## src/verilog/qpo_pkg.sv

```systemverilog
package qpo_pkg;

    // ------------------------------------------------------------------
    // clock and timing
    // ------------------------------------------------------------------
    localparam int CLK_MHZ          = 250;
    localparam int EDGE_GAP_SLOW_NS = 400;   // coarse resolution variant
    localparam int EDGE_GAP_FAST_NS = 200;   // finer resolution variant
    localparam int ERR_PULSE_NS     = 400;
    localparam int LAG_MAX_NS       = 1000;

    // least times round up, the longest time rounds down
    localparam int EDGE_GAP_SLOW_CYC = (EDGE_GAP_SLOW_NS * CLK_MHZ + 999) / 1000;
    localparam int EDGE_GAP_FAST_CYC = (EDGE_GAP_FAST_NS * CLK_MHZ + 999) / 1000;
    localparam int ERR_PULSE_CYC     = (ERR_PULSE_NS * CLK_MHZ + 999) / 1000;
    localparam int LAG_MAX_CYC       = (LAG_MAX_NS * CLK_MHZ) / 1000;

    // ------------------------------------------------------------------
    // backlog of steps that can still be paid off inside the lag limit
    // ------------------------------------------------------------------
    localparam int BACKLOG_MAX_SLOW = LAG_MAX_CYC / EDGE_GAP_SLOW_CYC;
    localparam int BACKLOG_MAX_FAST = LAG_MAX_CYC / EDGE_GAP_FAST_CYC;

    // ------------------------------------------------------------------
    // reset values
    // ------------------------------------------------------------------
    localparam logic [1:0] PHASE_IDX_RST = 2'h0;

    typedef enum logic [1:0] {
        QPO_TRACK,
        QPO_FAULT
    } qpo_state_e;

endpackage : qpo_pkg

```

## src/verilog/qpo_interval_timer.sv

```systemverilog
module qpo_interval_timer #(
    parameter int W = 8
) (
    input  wire logic         i_clk,
    input  wire logic         i_rst,
    input  wire logic         i_load,
    input  wire logic [W-1:0] i_count,
    output logic              o_done
);

    logic [W-1:0] cnt_q;
    logic [W-1:0] cnt_d;

    always_comb begin
        cnt_d = cnt_q;
        if (i_load) begin
            cnt_d = i_count;
        end else if (cnt_q != '0) begin
            cnt_d = cnt_q - W'(1);
        end
    end

    always_ff @(posedge i_clk) begin
        if (i_rst) begin
            cnt_q <= '0;
        end else begin
            cnt_q <= cnt_d;
        end
    end

    // done while idle, so the first edge after a quiet spell goes out at once
    assign o_done = (cnt_q == '0);

endmodule : qpo_interval_timer

```

## src/verilog/qpo_quadrature_out.sv

```systemverilog
// Summary of operation
// - two differential square phases, quarter period apart
// - inward travel: A leads; outward: B leads
// - edges tracked only below speed limit
// - emitted count lags position at most 1 us
// - edges spaced by min_edge_interval per resolution
// - origin phase pulses while passing reference zone, but stays off during error
// - overspeed or disturbance enters error output pattern
// - error pulses last error_pulse_min_width or longer
module qpo_quadrature_out #(
    parameter int  BL_W       = 8,
    parameter bit  HAS_ORIGIN = 1'b1
) (
    input  wire logic i_clk,
    input  wire logic i_rst,
    input  wire logic i_step,
    input  wire logic i_step_inward,
    input  wire logic i_res_fine,
    input  wire logic i_disturb,
    input  wire logic i_origin_zone,
    output logic      o_phase_a_out_p,
    output logic      o_phase_a_out_n,
    output logic      o_phase_b_out_p,
    output logic      o_phase_b_out_n,
    output logic      o_origin_mark_out_p,
    output logic      o_origin_mark_out_n,
    output logic      o_error
);

    // ------------------------------------------------------------------
    // constants sized to the logic they meet
    // ------------------------------------------------------------------
    localparam int TMR_W = 8;
    localparam logic [TMR_W-1:0] GAP_SLOW = TMR_W'(qpo_pkg::EDGE_GAP_SLOW_CYC);
    localparam logic [TMR_W-1:0] GAP_FAST = TMR_W'(qpo_pkg::EDGE_GAP_FAST_CYC);
    localparam logic [TMR_W-1:0] ERR_GAP  = TMR_W'(qpo_pkg::ERR_PULSE_CYC);
    localparam logic [BL_W-1:0]  BL_SLOW  = BL_W'(qpo_pkg::BACKLOG_MAX_SLOW);
    localparam logic [BL_W-1:0]  BL_FAST  = BL_W'(qpo_pkg::BACKLOG_MAX_FAST);

    // ------------------------------------------------------------------
    // helpers
    // ------------------------------------------------------------------
    function automatic logic [BL_W-1:0] qpo_mag(input logic signed [BL_W-1:0] v);
        qpo_mag = v[BL_W-1] ? BL_W'(-v) : BL_W'(v);
    endfunction : qpo_mag

    // index 0..3 walks 00,10,11,01 as {a,b}: counting up makes A lead
    function automatic logic [1:0] qpo_gray(input logic [1:0] idx);
        qpo_gray = {idx[1] ^ idx[0], idx[1]};
    endfunction : qpo_gray

    // ------------------------------------------------------------------
    // state
    // ------------------------------------------------------------------
    qpo_pkg::qpo_state_e     st_q;
    qpo_pkg::qpo_state_e     st_d;
    logic signed [BL_W-1:0]  bl_q;
    logic signed [BL_W-1:0]  bl_d;
    logic [1:0]              idx_q;
    logic [1:0]              idx_d;
    logic                    a_q;
    logic                    a_d;
    logic                    b_q;
    logic                    b_d;
    logic                    z_q;
    logic                    z_d;
    logic                    err_q;
    logic                    err_d;
    logic                    tmr_load;
    logic [TMR_W-1:0]        tmr_cnt;
    logic                    tmr_done;
    logic signed [BL_W-1:0]  bl_in;
    logic [BL_W-1:0]         bl_lim;
    logic                    overspeed;
    logic                    a_p_d;
    logic                    a_n_d;
    logic                    b_p_d;
    logic                    b_n_d;
    logic                    z_p_d;
    logic                    z_n_d;

    qpo_interval_timer #(
        .W (TMR_W)
    ) u_gap (
        .i_clk   (i_clk),
        .i_rst   (i_rst),
        .i_load  (tmr_load),
        .i_count (tmr_cnt),
        .o_done  (tmr_done)
    );

    // ------------------------------------------------------------------
    // next-state logic
    // ------------------------------------------------------------------
    always_comb begin
        st_d     = st_q;
        bl_d     = bl_q;
        idx_d    = idx_q;
        a_d      = a_q;
        b_d      = b_q;
        err_d    = err_q;
        tmr_load = 1'b0;
        tmr_cnt  = i_res_fine ? GAP_FAST : GAP_SLOW;
        // inward step counts up the index, so A leads when retracting
        bl_in    = bl_q;
        if (i_step) begin
            bl_in = i_step_inward ? bl_q + BL_W'(1) : bl_q - BL_W'(1);
        end
        // a backlog beyond what the gap lets us repay within the lag limit
        // means the spindle outruns the output
        bl_lim    = i_res_fine ? BL_FAST : BL_SLOW;
        overspeed = qpo_mag(bl_in) > bl_lim;

        case (st_q)
            qpo_pkg::QPO_TRACK: begin
                bl_d = bl_in;
                if (overspeed || i_disturb) begin
                    st_d     = qpo_pkg::QPO_FAULT;
                    err_d    = 1'b1;
                    bl_d     = '0;
                    a_d      = ~a_q;
                    b_d      = ~b_q;
                    tmr_load = 1'b1;
                    tmr_cnt  = ERR_GAP;
                end else if (tmr_done && bl_in != '0) begin
                    idx_d    = bl_in[BL_W-1] ? idx_q - 2'h1 : idx_q + 2'h1;
                    bl_d     = bl_in[BL_W-1] ? bl_in + BL_W'(1) : bl_in - BL_W'(1);
                    {a_d, b_d} = qpo_gray(idx_d);
                    tmr_load = 1'b1;
                end
            end
            qpo_pkg::QPO_FAULT: begin
                // both phases flip together: no legal quadrature step looks
                // like this, so the receiver can spot it
                bl_d = '0;
                if (tmr_done) begin
                    if (i_disturb || overspeed) begin
                        a_d      = ~a_q;
                        b_d      = ~b_q;
                        tmr_load = 1'b1;
                        tmr_cnt  = ERR_GAP;
                    end else begin
                        // resume from the phase index left before the fault;
                        // position is lost and the receiver must re-home
                        st_d       = qpo_pkg::QPO_TRACK;
                        err_d      = 1'b0;
                        {a_d, b_d} = qpo_gray(idx_q);
                        tmr_load   = 1'b1;
                        tmr_cnt    = ERR_GAP;
                    end
                end
            end
            default: begin
                st_d  = qpo_pkg::QPO_TRACK;
                bl_d  = '0;
                err_d = 1'b0;
            end
        endcase

        z_d = HAS_ORIGIN && i_origin_zone && (st_d == qpo_pkg::QPO_TRACK);
    end

    // ------------------------------------------------------------------
    // registers
    // ------------------------------------------------------------------
    always_ff @(posedge i_clk) begin
        if (i_rst) begin
            st_q  <= qpo_pkg::QPO_TRACK;
            bl_q  <= '0;
            idx_q <= qpo_pkg::PHASE_IDX_RST;
            a_q   <= 1'b0;
            b_q   <= 1'b0;
            z_q   <= 1'b0;
            err_q <= 1'b0;
        end else begin
            st_q  <= st_d;
            bl_q  <= bl_d;
            idx_q <= idx_d;
            a_q   <= a_d;
            b_q   <= b_d;
            z_q   <= z_d;
            err_q <= err_d;
        end
    end

    // ------------------------------------------------------------------
    // next values of the pin flops
    // ------------------------------------------------------------------
    always_comb begin
        // complement formed ahead of the flops so both legs move on one edge
        a_p_d = a_d;
        a_n_d = ~a_d;
        b_p_d = b_d;
        b_n_d = ~b_d;
        z_p_d = z_d;
        z_n_d = ~z_d;
    end

    // ------------------------------------------------------------------
    // differential outputs, each leg its own flop so both switch together
    // ------------------------------------------------------------------
    always_ff @(posedge i_clk) begin
        if (i_rst) begin
            o_phase_a_out_p     <= 1'b0;
            o_phase_a_out_n     <= 1'b1;
            o_phase_b_out_p     <= 1'b0;
            o_phase_b_out_n     <= 1'b1;
            o_origin_mark_out_p <= 1'b0;
            o_origin_mark_out_n <= 1'b1;
            o_error             <= 1'b0;
        end else begin
            o_phase_a_out_p     <= a_p_d;
            o_phase_a_out_n     <= a_n_d;
            o_phase_b_out_p     <= b_p_d;
            o_phase_b_out_n     <= b_n_d;
            o_origin_mark_out_p <= z_p_d;
            o_origin_mark_out_n <= z_n_d;
            o_error             <= err_d;
        end
    end

endmodule : qpo_quadrature_out

```

## config.mk

```make
export PLATFORM = sky130hd
export DESIGN_NAME = qpo_quadrature_out
export DESIGN_NICKNAME = d
export VERILOG_FILES = /design/src/verilog/qpo_pkg.sv /design/src/verilog/qpo_interval_timer.sv /design/src/verilog/qpo_quadrature_out.sv
export SDC_FILE = /design/constraint.sdc
export NUM_CORES = 1
export LEC_CHECK = 0
export BUFFER_PORTS_ARGS = -buffer_cell sky130_fd_sc_hd__buf_2
export CAP_MARGIN = 20
export CORE_MARGIN = 3
export CORE_UTILIZATION = 25
export DETAILED_ROUTE_END_ITERATION = 16
export GPL_ROUTABILITY_DRIVEN = 0
export PLACE_DENSITY_LB_ADDON = 0.08
export SLEW_MARGIN = 40
export SYNTH_ARGS = -nofsm -noshare
export SYNTH_HDL_FRONTEND = slang
export SYNTH_SLANG_ARGS = --single-unit
```

## constraint.sdc

```tcl
create_clock -name i_clk -period 11.46 [get_ports i_clk]
set_clock_uncertainty 0.05 [all_clocks]
set_input_delay 2.292 -clock i_clk [delete_from_list [all_inputs] [get_ports i_clk]]
set_output_delay 2.292 -clock i_clk [all_outputs]
set_load 0.1 [all_outputs]
```

==> results.toml <==
[outcome]
status = "finished clean"

[synthesis]
yosys_warnings = 0
synthFlopType = "dfxtp_1"
ys_types = 61
synth_edf_count = 0
synth_top_area_share_pct = 23.9
netlist_area_um2 = 2260
synth_nets = 304
yosys.area.top_type = "dfxtp_1"
yosysSeqAreaShare_pct = 23.9
syn_inst = 277
ys_ff_latch = 27
synth.area.top_cells = "dfxtp_1 (24%), ha_1 (10%), xnor2_1 (5.8%)"
avgSynthCellArea_um2 = 8.16
async_flop_share_pct = 0

[global_route]
track_usage_pct = 12.4
grt_overflow_total = 0
grt_first_pass_wirelength_um = 10100
grt_pass1_vias = 1980
grt_max_degree = 20
antenna_found_initial = 0

[worst_setup_path]
ff2ff_path_depth = 15
critical_path_class = "input port to flop"
regToRegSetupSlack_ns = 7.22
worstReg2RegEnd = "bl_q[6]$_SDFF_PP0_"
worstSetupStartpointType = "input port"
r2r_start = "bl_q[1]$_SDFF_PP0_"
crit_arrival_ns = 6.36
end_kind = "flop"
critPathMaxFanout = 14
cp.required_ns = 11.59

[power]
power_frac_clock_pct = 15.8
peakVddDrop_mv = 0.0614
p_comb_share_pct = 50.9
p_leak_nw = 0.961
seq_power_share_pct = 33.3
swShare_pct = 43.4
power.density_nw_per_um2 = 146
p_int_mw = 0.207
power.switching_mw = 0.159
report.power.total_mw = 0.365

[min_path]
min_path_cells = 1
hold_path_end = "o_error$_SDFFE_PP0P_"
worstHoldStart = "o_error$_SDFFE_PP0P_"
worstHoldPathType = "flop to flop"

[layout]
finalNetCount = 317
layout-drive-gt1-share_pct = 12.5
syn2layout_area_growth_pct = 10.5
seqCellArea_um2 = 541
multi_input_area_um2 = 1620
n_fill_cell = 968
diodes = 0

[sta]
period_share_pct = 54.4
max_slew_margin_pct = 52.5
rsz0062_at_grt = "no"
hold_viol_final = 0
setup_viol = 0
worst_slew_pin_slew_ns = 0.710
fin_crit_ns = 6.23
tns_ns = 0
fmax_mhz = 161
finalMaxSlewViolations = 0

[placed_design]
portBuffers = 13
dp_hpwl_um = 4680

[floorplanning]
floorplan.initialDensity_pct = 25.8
pin_count = 14
rows = 34
coreArea_um2 = 8760
die_x_um = 101
die_h_um = 101
die_area_um2 = 10200

[clocking]
cts_tree = "done"
cts_buffer_depth = 2
clkLatencyLatePin_ns = 0.28
cts-resized-gates = 0
post_cts_buffers = 0
clock_sinks = 27
clkSlewWorstSetupHoldPaths_ns = 0.10
cts_root_buf = "clkbuf_8"
htreeDepth = 1
postCtsHoldBufs = 0
numCtsBuffers = 3

[drt]
antenna_left = 0
vias = 2028
drcViolationCount = 0
routed_wl_um = 5960
via_per_inst = 5.11
wire_per_inst_um = 15.0
drt_iter0_drc = 83
dr.pass1.iters = 4

[run]
maxCapViolations = 0
[worst max-delay path, cell delays in order]
cell      delay, ns
buf_2          0.13
inv_1          0.20
ha_1           0.30
a211oi_4       0.34
o21a_1         0.19
a221oi_2       0.07
a2111o_4       0.53
clkinv_4       0.14
mux2_2         0.35
ha_1           0.29
a21o_1         0.18
a21oi_1        0.13
a31oi_1        0.05
nor2_1         0.14
o21a_1         0.29
nand4_1        0.39
a211oi_1       0.34
[through the flow]
stage / instance area [um2] / util (%) / instances / hold WS (ns) / worst slack, ns
5_1_grt: 2500 / 28.5 / 397 / 0.520 / 4.83
4_1_cts: 2500 / 28.5 / 397 / 0.499 / 5.21
6_report: 2500 / 28.5 / 397 / 0.489 / 5.23
2_1_floorplan: 2260 / - / 277 / 0.488 / 5.57
3_5_place_dp: 2450 / 27.9 / 393 / 0.472 / 4.91
3_3_place_gp: 2450 / 27.9 / 393 / 0.471 / 4.98
[power groups by stage]
| stage | clock, mW | combinational, mW | sequential (mW) |
|---|---|---|---|
| 2_1_floorplan | 0 | 0.131 | 0.138 |
| 3_3_place_gp | 0 | 0.191 | 0.124 |
| 3_5_place_dp | 0 | 0.187 | 0.124 |
| 4_1_cts | 0.0617 | 0.188 | 0.121 |
| 5_1_grt | 0.0638 | 0.212 | 0.124 |
| 6_report | 0.0579 | 0.186 | 0.122 |
[cells by family after synthesis]
group                      Yosys count  synth area share, %
adders and majority gates           20                 11.7
DFF                                 27                 23.9
AOI/OAI and AO/OA                   80                 26.7
other                                1                0.166
xor gates and xnor gates            19                 7.36
and+or+nand+nor                     99                 22.5
buffers and inverters               24                 4.26
muxes                                7                 3.38
[metal layers]
metal,up-vias,wire length [um],GRT usage [%]
met1,944,3200,18.6
met3,6,143,1.66
met2,26,2540,18.3
li1,1052,-,-
met4,0,80,3.89
met5,-,0,0
[worst max-delay path by stage]
stage,start,endpoint,slack [ns],depth (start not counted)
6_report,i_step_inward,bl_q[6]$_SDFF_PP0_,5.23,17
5_1_grt,i_step_inward,bl_q[6]$_SDFF_PP0_,4.83,17
4_1_cts,i_step_inward,bl_q[6]$_SDFF_PP0_,5.21,17
3_5_place_dp,i_step_inward,bl_q[6]$_SDFF_PP0_,4.91,17
3_3_place_gp,i_step_inward,bl_q[6]$_SDFF_PP0_,4.98,17
2_1_floorplan,i_step_inward,u_gap.cnt_q[0]$_SDFFE_PP0P_,5.57,16
[placed cells by master (no fill, tap or decap), types with 8 or more instances in the layout]
| cell type | instances |
|---|---|
| a211oi_1 | 8 |
| a21oi_1 | 13 |
| buf_2 | 13 |
| dfxtp_1 | 27 |
| ha_1 | 18 |
| inv_1 | 15 |
| nand2_1 | 13 |
| nor2_1 | 32 |
| o21ai_0 | 8 |
| xnor2_1 | 15 |
[cell usage after synthesis, types with 3 or more instances]
cell type	n
a21oi_1	13
nand2_1	13
o22ai_1	3
dfxtp_1	27
a211oi_1	8
nor4_1	6
xnor2_1	15
xor2_1	4
mux2_2	5
nand3b_1	3
nor3_1	7
inv_1	15
a31oi_1	7
clkbuf_1	6
nor2b_1	7
nand3_1	6
ha_1	18
nor2_1	32
o21ai_0	8
a21o_1	5
nand4_1	4
o21a_1	7
o31ai_1	3
or3_1	5
nand2b_1	3
[registers in the layout (all words and copies together), names as in the netlist]
signal,cells
bl_q,8
idx_q,2
o_error,1
o_origin_mark_out_n,1
o_origin_mark_out_p,1
o_phase_a_out_n,1
o_phase_a_out_p,1
o_phase_b_out_n,1
o_phase_b_out_p,1
st_q,2
u_gap.cnt_q,8
[final cells by class]
| type | instances | area share (%) |
|---|---|---|
| Clock buffer | 3 | 1.65 |
| Multi-Input combinational cell | 226 | 65.0 |
| Sequential cell | 27 | 21.7 |
| Clock inverter | 1 | 0.301 |
| Timing Repair Buffer | 15 | 3.21 |
| Tap cell | 108 | 5.41 |
| Inverter | 17 | 2.76 |
Power figures use the tool's default switching activity.
